===== src/sfm_pkg.sv =====
// Package of constants for the supply fault monitor
package sfm_pkg;
  localparam logic [3:0] SFM_CTRL_OFF   = 4'h0;
  localparam logic [3:0] SFM_STATE_OFF  = 4'h4;
  localparam logic [3:0] SFM_IRQ_STAT_OFF = 4'h8;
  localparam logic [3:0] SFM_IRQ_MASK_OFF = 4'hc;
  localparam int SFM_PUMP_EN_BIT  = 1;
  localparam int SFM_HV_DIS_BIT   = 3;
  localparam int SFM_POLICY_BIT   = 4;
  localparam int SFM_SLEEP_BIT    = 5;
  localparam int SFM_FAULT_BIT    = 6;
  localparam logic [7:0] SFM_CTRL_RST  = 8'h00;
  localparam logic [7:0] SFM_STATE_RST = 8'h00;
  localparam logic [1:0] SFM_IRQ_RST   = 2'h0;
  localparam int SFM_IRQ_FAULT = 0;
  localparam int SFM_IRQ_CLEAR = 1;
  localparam int SFM_SYNC_STAGES = 2;
endpackage


===== src/sfm_monitor.sv =====
// Supply fault monitor with fault pin, latched flag and shutdown policy
//
// Implementation choices: the Wishbone register port and the placing of the registers.
`timescale 1ns/100ps
module sfm_monitor (
  input  wire logic        clk_i,
  input  wire logic        rst_i,
  input  wire logic [3:0]  wb_adr_i,
  input  wire logic [31:0] wb_dat_i,
  output logic      [31:0] wb_dat_o,
  input  wire logic        wb_we_i,
  input  wire logic [3:0]  wb_sel_i,
  input  wire logic        wb_cyc_i,
  input  wire logic        wb_stb_i,
  output logic             wb_ack_o,
  input  wire logic        drv_uv_i,
  input  wire logic        hv_uv_i,
  input  wire logic        drv_good_i,
  input  wire logic        hv_good_i,
  input  wire logic        mode_pin_i,
  input  wire logic        pump_enable_pin_i,
  input  wire logic        shutdown_policy_pin_i,
  input  wire logic [5:0]  switch_req_pin_i,
  output logic             fault_indicator_pin_o,
  output logic             fault_indicator_pin_oe_n_o,
  output logic             pump_run_o,
  output logic [5:0]       switch_drive_o,
  output logic             sleep_o,
  output logic             irq_o
);
  import sfm_pkg::*;

  ////////////////////////////////////////////////////////////////////////////
  // Synchronisers: first stage feeds only the second
  // Mode and switch pins come from outside too, so they share the two stages
  logic [12:0] s1_reg, s1_next, s2_reg, s2_next;
  always_comb begin
    s1_next = {switch_req_pin_i, mode_pin_i, shutdown_policy_pin_i, pump_enable_pin_i, hv_good_i, drv_good_i,
               hv_uv_i, drv_uv_i};
    s2_next = s1_reg;
  end
  always_ff @(posedge clk_i) begin
    if (rst_i) begin
      s1_reg <= 13'h0000;
      s2_reg <= 13'h0000;
    end else begin
      s1_reg <= s1_next;
      s2_reg <= s2_next;
    end
  end
  logic drv_uv_s, hv_uv_s, drv_good_s, hv_good_s, pump_pin_s, policy_pin_s;
  assign drv_uv_s     = s2_reg[0];
  assign hv_uv_s      = s2_reg[1];
  assign drv_good_s   = s2_reg[2];
  assign hv_good_s    = s2_reg[3];
  assign pump_pin_s   = s2_reg[4];
  assign policy_pin_s = s2_reg[5];

  ////////////////////////////////////////////////////////////////////////////
  // Registers and fault state
  logic [7:0] ctrl_reg, ctrl_next, state_reg, state_next;
  logic [1:0] ist_reg, ist_next, imask_reg, imask_next;
  logic       drv_arm_reg, drv_arm_next, hv_arm_reg, hv_arm_next;
  logic       shut_reg, shut_next, pump_q_reg, pump_q_next;
  logic       ack_reg, ack_next;
  logic [31:0] rdat_reg, rdat_next;
  logic       parallel, pump_en, policy_off, hv_dis, fault_now, fault_prev_reg;
  logic       wr, rd, restart;

  // Mode select and source of settings
  assign parallel   = s2_reg[6];
  assign pump_en    = parallel ? pump_pin_s : ctrl_reg[SFM_PUMP_EN_BIT];
  assign policy_off = parallel ? policy_pin_s : ctrl_reg[SFM_POLICY_BIT];
  assign hv_dis     = parallel ? ~pump_pin_s : ctrl_reg[SFM_HV_DIS_BIT];
  // Each supply arms itself; either one alone can fault
  assign fault_now  = (drv_arm_reg & drv_uv_s) | (hv_arm_reg & ~hv_dis & hv_uv_s);
  assign restart    = pump_en & ~pump_q_reg;
  assign wr = wb_cyc_i & wb_stb_i & wb_we_i & ~ack_reg;
  assign rd = wb_cyc_i & wb_stb_i & ~wb_we_i & ~ack_reg;

  always_comb begin
    ctrl_next    = ctrl_reg;
    state_next   = state_reg;
    ist_next     = ist_reg;
    imask_next   = imask_reg;
    drv_arm_next = drv_arm_reg | drv_good_s;
    hv_arm_next  = hv_arm_reg | hv_good_s;
    shut_next    = shut_reg;
    pump_q_next  = pump_en;
    ack_next     = wb_cyc_i & wb_stb_i & ~ack_reg;
    rdat_next    = 32'h0000_0000;
    if (wr && wb_sel_i[0]) begin
      case (wb_adr_i)
        SFM_CTRL_OFF: begin
          ctrl_next = {1'b0, ctrl_reg[SFM_FAULT_BIT] & wb_dat_i[SFM_FAULT_BIT], wb_dat_i[5:0]};
        end
        SFM_STATE_OFF:    state_next = {2'b00, wb_dat_i[5:0]};
        SFM_IRQ_MASK_OFF: imask_next = wb_dat_i[1:0];
        default:          ;
      endcase
    end
    if (rd) begin
      case (wb_adr_i)
        SFM_CTRL_OFF:     rdat_next = {24'h000000, ctrl_reg};
        SFM_STATE_OFF:    rdat_next = {24'h000000, state_reg};
        SFM_IRQ_STAT_OFF: rdat_next = {30'h00000000, ist_reg};
        SFM_IRQ_MASK_OFF: rdat_next = {30'h00000000, imask_reg};
        default:          rdat_next = 32'h0000_0000;
      endcase
      if (wb_adr_i == SFM_IRQ_STAT_OFF) begin
        ist_next = 2'h0;
      end
    end
    // Clear before set so a fault in the write cycle survives
    if (fault_now) begin
      ctrl_next[SFM_FAULT_BIT] = 1'b1;
    end
    if (fault_now && !fault_prev_reg) begin
      ist_next[SFM_IRQ_FAULT] = 1'b1;
    end
    if (!fault_now && fault_prev_reg) begin
      ist_next[SFM_IRQ_CLEAR] = 1'b1;
    end
    if (restart) begin
      shut_next = 1'b0;
    end
    if (fault_now && !policy_off) begin
      shut_next = 1'b1;
    end
  end

  always_ff @(posedge clk_i) begin
    if (rst_i) begin
      ctrl_reg       <= SFM_CTRL_RST;
      state_reg      <= SFM_STATE_RST;
      ist_reg        <= SFM_IRQ_RST;
      imask_reg      <= SFM_IRQ_RST;
      drv_arm_reg    <= 1'b0;
      hv_arm_reg     <= 1'b0;
      shut_reg       <= 1'b0;
      pump_q_reg     <= 1'b0;
      ack_reg        <= 1'b0;
      rdat_reg       <= 32'h0000_0000;
      fault_prev_reg <= 1'b0;
    end else begin
      ctrl_reg       <= ctrl_next;
      state_reg      <= state_next;
      ist_reg        <= ist_next;
      imask_reg      <= imask_next;
      drv_arm_reg    <= drv_arm_next;
      hv_arm_reg     <= hv_arm_next;
      shut_reg       <= shut_next;
      pump_q_reg     <= pump_q_next;
      ack_reg        <= ack_next;
      rdat_reg       <= rdat_next;
      fault_prev_reg <= fault_now;
    end
  end

  ////////////////////////////////////////////////////////////////////////////
  // Outputs
  logic [5:0] sw_req;
  assign sw_req = parallel ? s2_reg[12:7] : state_reg[5:0];
  // Pin data is always low; only the enable moves
  assign fault_indicator_pin_o      = 1'b0;
  assign fault_indicator_pin_oe_n_o = ~fault_prev_reg;
  // Switch decode is outside this block; requests pass through undecoded unless shut_reg forces all six off
  assign pump_run_o     = pump_en & ~shut_reg;
  assign switch_drive_o = shut_reg ? 6'h00 : sw_req;
  assign sleep_o        = ~parallel & ctrl_reg[SFM_SLEEP_BIT];
  assign irq_o          = |(ist_reg & imask_reg);
  assign wb_ack_o       = ack_reg;
  assign wb_dat_o       = rdat_reg;
endmodule


===== config.mk =====
export PLATFORM = sky130hd
export DESIGN_NAME = sfm_monitor
export DESIGN_NICKNAME = d
export VERILOG_FILES = /design/src/sfm_pkg.sv /design/src/sfm_monitor.sv
export SDC_FILE = /design/constraint.sdc
export NUM_CORES = 1
export LEC_CHECK = 0
export BUFFER_PORTS_ARGS = -buffer_cell sky130_fd_sc_hd__buf_2
export CAP_MARGIN = 20
export CORE_AREA = 4 4 100 102
export CTS_CLUSTER_DIAMETER = 80
export DETAILED_ROUTE_END_ITERATION = 12
export DIE_AREA = 0 0 104 106
export GPL_TIMING_DRIVEN = 0
export PLACE_DENSITY = 0.54
export SLEW_MARGIN = 20
export SYNTH_ARGS = -nofsm -noshare
export SYNTH_HDL_FRONTEND = slang
export SYNTH_SLANG_ARGS = --single-unit

===== constraint.sdc =====
create_clock -name clk_i -period 1.05 [get_ports clk_i]
set_input_delay 0.21 -clock clk_i [delete_from_list [all_inputs] [get_ports clk_i]]
set_output_delay 0.21 -clock clk_i [all_outputs]
set_load 0.05 [all_outputs]

After elaboration in Yosys (flattened, before gate mapping)
Cells that the tools add are included.
- bits in registers: 81
- bits of input ports: 58
- equal/unequal tests: 3
- reductions and logical operators: 23
- bitwise logic cells: 26
- multiplexer cells: 15
- operators by type and width (kind ; count):
    $pmux W7 S4 ; 1
    $mux W7 ; 2
    $reduce_bool A2 Y1 ; 7
    $and A1 B1 Y1 ; 13
    $mux W6 ; 2
    $reduce_and A2 Y1 ; 6
    $not A1 Y1 ; 9
    $eq A4 B4 Y1 const B ; 2
    $mux W1 ; 8
    $eq A4 B3 Y1 const B ; 1
    $logic_and A1 B1 Y1 ; 4
    $logic_not A4 Y1 ; 1
    $mux W2 ; 2
    $reduce_or A2 Y1 ; 2
    $logic_not A1 Y1 ; 3
    $or A1 B1 Y1 ; 3
    $and A2 B2 Y2 ; 1

Longest topological paths before layout
Gate-level depths: netlist of the first run.
- word-level depth: 10
- depth in mapped cells: 5
- mapped depth without buffers: 4

Worst setup path before layout of the first run
No wires, ideal clock.
- path type: register to output
- start point: register s2_reg[6]
- end point: output pump_run_o
- stages on the path, launching flop included: 4
- slack: -427 ps
- arrival time: 1267 ps
- data required time: 840 ps
- path through: dfxtp_1 > buf_4 > mux2i_1 > nor2_1
- cells in the longest elaborated chain, start to end: 2
- ends and longest elaborated chain (element ; line ; text):
    start: declaration ; sfm_monitor.sv:36 ; logic [12:0] s1_reg, s1_next, s2_reg, s2_next;
    start signal: assignment ; sfm_monitor.sv:48 ; s2_reg <= s2_next;
    $mux W1 ; sfm_monitor.sv:72 ; assign pump_en = parallel ? pump_pin_s : ctrl_reg[SFM_PUMP_EN_BIT];
    $and A1 B1 Y1 ; sfm_monitor.sv:168 ; assign pump_run_o = pump_en & ~shut_reg;
    end: declaration ; sfm_monitor.sv:26 ; output logic pump_run_o,
No other way between the ends.

Worst setup path after layout of the first run
Ends and elaborated chain as after synthesis.

==> results of run 1 <==
what timing repair did:
item / 4_1_cts / 5_1_grt
gates resized for setup: 55 / 17
cloned: 1 / 0
pin swaps: 8 / 7
endpoints found under the setup margin: 44 / 42
setup buffers: 10 / 2
critical path: stages, from the launching register on:
cell	delay, ns
sky130_fd_sc_hd__dfxtp_4	0.38
sky130_fd_sc_hd__buf_12	0.15
sky130_fd_sc_hd__mux2i_4	0.19
sky130_fd_sc_hd__nor2_2	0.14
sky130_fd_sc_hd__buf_6	0.18
worst min-delay path by stage:
stage                             start         end  slack, ns  cells after the start
global route        switch_req_pin_i[0]   s1_reg[7]       0.11                      2
finish                pump_enable_pin_i   s1_reg[4]       0.11                      2
detailed placement            s1_reg[9]   s2_reg[9]       0.42                      1
global placement             s1_reg[12]  s2_reg[12]       0.42                      1
floorplan                      drv_uv_i   s1_reg[0]       0.34                      1
CTS                   pump_enable_pin_i   s1_reg[4]       0.10                      2
through the flow:
step	setup TNS (ns)	setup WS, ns
2_1_floorplan	-4.131	-0.2420
3_3_place_gp	-6.347	-0.2651
3_5_place_dp	-6.895	-0.2874
4_1_cts	-8.839	-0.5196
5_1_grt	-10.93	-0.5631
6_report	-8.410	-0.5084
where the power goes:
part / switching (mW) / internal, mW
Clock: 0.646 / 0.527
Combinational: 0.365 / 0.223
Sequential: 0.0295 / 2.17
final cells by class:
class                      count  area (um^2)  area share, %
clock inverter                 1        8.758         0.2704
multi-input combinational    138         1121          34.61
tap                          111        138.9          4.287
clock buffer                   6        82.58          2.549
inverter                       2        7.507         0.2317
buffer                        35        259.0          7.995
timing repair buffer          59        484.2          14.95
sequential                    56         1137          35.11
logic make-up after synthesis:
family | after synthesis | synth area share [%]
flops | 56 | 50.59
mux | 28 | 14.17
other cells | 1 | 0.1692
compound gates | 9 | 3.614
simple gates | 75 | 20.05
buf+inv | 37 | 11.41
layout by cell type, fill, tap and decap left out, drive strengths merged, types with 2 or more instances in the layout:
cell,count
dfxtp,56
inv,2
and3,2
conb,26
and2,2
mux4,2
nor2b,27
clkbuf,9
nor2,33
buf,91
o211ai,2
mux2i,25
o21ai,2
nand2,2
Yosys cell counts (all sizes together), types with 2 or more instances:
| cell | n |
|---|---|
| and3 | 2 |
| nand2 | 2 |
| inv | 2 |
| buf | 32 |
| nor2 | 33 |
| mux2i | 25 |
| dfxtp | 56 |
| mux4 | 2 |
| clkbuf | 3 |
| o211ai | 2 |
| nor2b | 27 |
| o21ai | 2 |
| and2 | 2 |
metal layers:
layer / up-vias / track usage, % / share of wire [%]
met2: 39 / 15.88 / 52
met3: 2 / 2.611 / 5.1
met1: 690 / 10.59 / 43
met5: - / 0 / 0
met4: 0 / 1.709 / 0.25
li1: 809 / - / -
==> results.env, run 1 <==
NUMBER_OF_BUFFERS_ADDED_BY_THE_CLOCK_TREE_SYNTHESIS_STEP=5
WORSTREGTOREGCELLS=6
POST-ROUTE-PERIOD-UTIL_PCT=148.4
TRITONCTS='yes'
CORE-AREA_UM2=9109
TIMING.CRITICAL_PATH.FANOUT_MAX=5
STDCELL_COUNT=408
VIAS_PER_INSTANCE=3.775
SYNTHESIS.AREA_UM2=2216
GRT_ANTENNA_BEFORE_REPAIR=0
DETAILED_PLACE_HPWL_UM=3644
FINISH.INSTANCE_AREA_UM2=3239
FLOW.AREA_GROWTH_FROM_SYNTHESIS_PCT=46.19
REG2REG_TO='shut_reg'
CLK_ROOT_BUFFER_CELL='sky130_fd_sc_hd__clkbuf_8'
CRITICAL_PATH.STARTPOINT='s2_reg[6]'
HOLD_PATH.CLASS='input port to register'
PLACEMENT.CELL_AREA_UM2=2783
P_PER_AREA_nW_PER_UM2=1224
YOSYS_MOST_USED_DFF='sky130_fd_sc_hd__dfxtp_1'
CTS-HOLD-FIX-BUFFERS=0
WIRE_LENGTH_OF_THE_FIRST_GLOBAL_ROUTING_PASS_UM=7831
TRACK_USAGE_PCT=8.870
WORST-SETUP-PATH-TYPE='register to primary output'
VIOLATED_CHECKS='negative setup slack'
INSERTION_DELAY_NS=0.30
DIE-WIDTH_UM=104
POST_ROUTE_CELLS_DRIVE_ABOVE_1_SHARE_PCT=46.46
INITIALDRTVIOLATIONCOUNT=22
SYNTH.AREA.TOP_CELLS='sky130_fd_sc_hd__dfxtp_1, sky130_fd_sc_hd__mux2i_1, sky130_fd_sc_hd__buf_4, sky130_fd_sc_hd__nor2b_1, sky130_fd_sc_hd__nor2_1'
FLOORPLAN.DIE.HEIGHT_UM=106
YOSYSTOPAREACELLSHARE_PCT=50.59
TOTAL_OF_BUFFERS_PLACED_ON_INPUT_AND_OUTPUT_PORTS=47
GRT_START_MAX_NET_PINS=17
SYNTH_SEQ_CELLS=56
CLOCK_PATH_BUFFERS=2
SYNTH_TOP_AREA_CELL='sky130_fd_sc_hd__dfxtp_1'
VIAS_IN_THE_FIRST_GLOBAL_ROUTE=1590
WORST_ENDPOINT_DATA_ARRIVAL_TIME_NS=1.35
TIMING.FINAL.SETUP_VIOLATIONS=36
REG2REG_SETUP_SLACK_NS=-0.33
ROUTED_WIRE_LENGTH_UM=4838
SYNTH-WARNING-COUNT=0
CRIT_PATH_START_KIND='register'
TOP_LEVEL_I_O_COUNT=102
GPL.FINAL_WEIGHTED_CONGESTION=0.7209
DRT_FIRST_PASS_ITERS=3
DPL.CELL_COUNT=389
RUN_STATUS='finished, violations left'
CRITPATHCAPTURETYPE='primary output'
IR_DROP_mV=0.4805
CLOCK_TREE.HTREE_LEVEL_COUNT=2
MINIMUM_CLOCK_PERIOD_NS=1.558
STATIC-LEAKAGE-POWER_nW=1.509
SYN-INSTANCE-COUNT=206
ROWS=35
GLOBALROUTEOVERFLOWTOTAL=0
NUMBER_OF_HOLD_VIOLATIONS_IN_THE_FINAL_REPORT=0
CLKTRANSATPATHREGS_NS=0.09
FLOORPLAN.DIE_AREA_UM2=11020
FINCLKSKEW_NS=0.01028
ROUTE.ANTENNA.REMAINING_NETS=0
NUMBER_OF_PINS_EXCEEDING_THEIR_MAX_SLEW_LIMIT_IN_THE_FINAL_REPORT=0
NUM_ANTENNA_CELLS=0
FINAL_CORE_UTIL_PCT=35.56
CLOCK_SINKS=56
NNETSFINAL=355
FIN_TOTAL_PWR_mW=3.965
TIMING.SLEW.HEADROOM_PCT=64.53
MAXCAPVIOLCOUNT=0
ROUTEDWLPERCELL_UM=11.86
RSZ0062_AT_GRT='true'
TIMING.FINAL.WS_SETUP_NS=-0.5084
WORST_R2R_STARTPOINT='s2_reg[6]'
YS_ASYNC_SR_FRACTION_PCT=0
WORST_PIN_SLEW_NS=0.5320
SYN-MEAN-INSTANCE-AREA_UM2=10.76
DRC_ERRORS=0
NFILLCELLS=922
ROUTE.VIAS.TOTAL=1540
FMAX_MHz=641.7
SYNTH_EDF_COUNT=0
WORST_HOLD_SLACK_NS=0.1131
NETLIST-CELL-TYPE-COUNT=34
SETUP.WORST_PATH.END='pump_run_o'
INITIAL_UTILIZATION_PCT=24.33
TIMING.CRITICAL_PATH.REQUIRED_NS=0.84
SYNTH_SEQUENTIAL_AREA_RATIO_PCT=50.59
(Power assumes the default switching activity.)
==> inputs of run 2 (changes only) <==
- SETUP_SLACK_MARGIN: unset -> 0.2
- SKIP_CTS_REPAIR_TIMING: unset -> 1
==> run 2 against run 1 <==
- the flow still finishes with violations (negative setup slack)
- utilization is 0.44 points higher
- first-iteration DRC count is 64% higher
- sequential share of layout area is 0.16 points lower
- routed wire length is 2.1% lower
- via count is 2.7% lower
- largest power group unchanged
==> results.env, run 2 (synthesis results as in run 1) <==
RUN_STATUS='finished, violations left'
VIOLATED_CHECKS='negative setup slack'
NUM_ANTENNA_CELLS=0  # unchanged
GRT_START_MAX_NET_PINS=17  # unchanged
WORST_R2R_STARTPOINT='wb_ack_o'
FIN_TOTAL_PWR_mW=4.009  # +1.1%
MOST-COMMON-LAYOUT-CELLS='sky130_fd_sc_hd__dfxtp_1, sky130_fd_sc_hd__buf_2, sky130_fd_sc_hd__buf_4'
NUMBER_OF_PINS_EXCEEDING_THEIR_MAX_SLEW_LIMIT_IN_THE_FINAL_REPORT=0  # unchanged
TOP_LEVEL_I_O_COUNT=102  # unchanged
TIMING.CRITICAL_PATH.DEPTH=4  # unchanged
CRIT_PATH_MAX_INCR_DELAY_NS=0.39  # about the same
CLK_ROOT_BUFFER_CELL='sky130_fd_sc_hd__clkbuf_8'
MAXCAPVIOLCOUNT=0  # unchanged
WORST-SETUP-PATH-TYPE='register to primary output'
MIN-DELAY-START='drv_uv_i'
REG2REG_TO='ist_reg[1]'
GLOBALROUTEOVERFLOWTOTAL=0  # unchanged
TIMING.SLEW.HEADROOM_PCT=66.41  # +1.9 points
WIRE_LENGTH_OF_THE_FIRST_GLOBAL_ROUTING_PASS_UM=7686  # -1.9%
DRT_FIRST_PASS_ITERS=4  # +1
HOLD_PATH.CLASS='input port to register'
POST-ROUTE-PERIOD-UTIL_PCT=146.8  # -1.7 points
ROUTE.ANTENNA.REMAINING_NETS=0  # unchanged
FINAL_CORE_UTIL_PCT=36.00  # +0.44 points
VIAS_IN_THE_FIRST_GLOBAL_ROUTE=1565  # -1.6%
TRACK_USAGE_PCT=8.645  # -0.23 points
FLOORPLAN.DIE.HEIGHT_UM=106  # unchanged
GRT_ANTENNA_BEFORE_REPAIR=0  # unchanged
NUMBER_OF_HOLD_VIOLATIONS_IN_THE_FINAL_REPORT=0  # unchanged
WORST_ENDPOINT_DATA_ARRIVAL_TIME_NS=1.33  # -0.02 ns
CPLARGESTDELAYFAMILY='flip-flops'
CORE-AREA_UM2=9109  # unchanged
TOTAL_OF_BUFFERS_PLACED_ON_INPUT_AND_OUTPUT_PORTS=47  # unchanged
FINCLKSKEW_NS=0.007456  # -0.002826 ns
TIMING.FINAL.SETUP_VIOLATIONS=36  # unchanged
TIMING.CRITICAL_PATH.FANOUT_MAX=5  # unchanged
NFILLCELLS=936  # +1.5%
ROUTE.VIAS.TOTAL=1499  # -2.7%
VIAS_PER_INSTANCE=3.701  # -1.9%
TIMING.CRITICAL_PATH.REQUIRED_NS=0.84  # about the same
CLOCK_TREE.HTREE_LEVEL_COUNT=2  # unchanged
DIE-WIDTH_UM=104  # unchanged
INITIALDRTVIOLATIONCOUNT=36  # +64%
CRIT_PATH_START_KIND='register'
NNETSFINAL=351  # -1.1%
CRITPATHCAPTURETYPE='primary output'
DRC_ERRORS=0  # unchanged
RSZ0062_AT_GRT='true'
INITIAL_UTILIZATION_PCT=24.33  # unchanged
WORSTREGTOREGCELLS=5  # -1
GPL.FINAL_WEIGHTED_CONGESTION=0.7302  # +1.3%
CRIT_PATH_CELL_TRACE='buf_12, mux2i_4, nor2_4, buf_6'
FLOORPLAN.DIE_AREA_UM2=11020  # unchanged
REG2REG_SETUP_SLACK_NS=-0.28  # +0.05 ns
IR_DROP_mV=0.4702  # -2.1%
CLOCK_PATH_BUFFERS=2  # unchanged
HOLD_END='s1_reg[0]'
TRITONCTS='yes'
ROWS=35  # unchanged
TIMING.FINAL.WS_SETUP_NS=-0.4910  # +0.01747 ns
NUMBER_OF_BUFFERS_ADDED_BY_THE_CLOCK_TREE_SYNTHESIS_STEP=5  # unchanged
HOLDPATHSTAGES=2  # unchanged
DETAILED_PLACE_HPWL_UM=3659  # +0.43%
CRITICAL_PATH_BUF_INV_COUNT=2  # unchanged
WORST_PIN_SLEW_NS=0.5039  # -0.02816 ns
INSERTION_DELAY_NS=0.31  # about the same
LAYOUT.CELLS.MOST_COMMON='sky130_fd_sc_hd__dfxtp_1'
FLOW.AREA_GROWTH_FROM_SYNTHESIS_PCT=48.00
ROUTEDWLPERCELL_UM=11.70  # -1.3%
WORST_PATH_MAX_DELAY_CELL='sky130_fd_sc_hd__dfxtp_4'
POST_ROUTE_CELLS_DRIVE_ABOVE_1_SHARE_PCT=49.32  # +2.9 points
MINIMUM_CLOCK_PERIOD_NS=1.541  # -0.01747 ns
CLOCK_SINKS=56  # unchanged
ROUTED_WIRE_LENGTH_UM=4738  # -2.1%
CLKTRANSATPATHREGS_NS=0.09  # about the same
P_PER_AREA_nW_PER_UM2=1222  # -0.12%
FMAX_MHz=648.9  # +1.1%
STATIC-LEAKAGE-POWER_nW=1.512  # +0.24%
run 2: worst max-delay path by stage:
stage,startpoint,slack (ns),end
CTS,s2_reg[6],-0.58,pump_run_o
finish,s2_reg[6],-0.49,pump_run_o
detailed placement,wb_adr_i[1],-0.26,ist_reg[1]
global placement,wb_adr_i[0],-0.24,state_reg[0]
global route,s2_reg[6],-0.55,pump_run_o
floorplan,wb_ack_o,-0.24,ist_reg[1]
run 2: final cells by class:
type / count / area (um^2) / share of cell area, %
multi-input cells: 138 / 1141 / 34.80
inverters: 2 / 7.507 / 0.2289
well taps: 111 / 138.9 / 4.235
flip-flops and latches: 56 / 1146 / 34.95
plain buffers: 35 / 260.3 / 7.936
clock inverters: 1 / 6.256 / 0.1908
clock buffers: 7 / 86.33 / 2.633
repair buffers: 55 / 493.0 / 15.03
run 2: report_power, final:
group	switching, mW	leakage (nW)	internal, mW
registers	0.0289	0.465	2.17
clock network	0.680	0.0488	0.540
logic	0.363	0.998	0.222
total	1.07	1.51	2.94
run 2: routing by layer:
layer  share of wire (%)  global-route usage (%)
met2                  49                   14.39
met3                 5.3                   2.489
met1                  45                   10.88
met4                0.87                   2.564
met5                   0                       0
run 2: worst register-to-register path, delay by kind of cell, from the launching register on:
kind / cells / cell delay (ns)
flops: 1 / 0.35
simple gates: 3 / 0.55
buf+inv: 1 / 0.13
compound gates: 1 / 0.20
run 2: per-stage QoR:
| step | area (um^2) | TNS, ns | std cells | setup WS (ns) | hold slack (ns) |
|---|---|---|---|---|---|
| after floorplan | 2429 | -4.166 | 231 | -0.2420 | 0.3382 |
| after global placement | 2803 | -6.028 | 389 | -0.2384 | 0.4219 |
| after detailed placement | 2803 | -6.719 | 389 | -0.2634 | 0.4227 |
| after CTS | 2895 | -9.334 | 397 | -0.5829 | 0.09637 |
| after global routing | 3279 | -10.86 | 405 | -0.5461 | 0.1011 |
| final | 3279 | -8.438 | 405 | -0.4910 | 0.1062 |
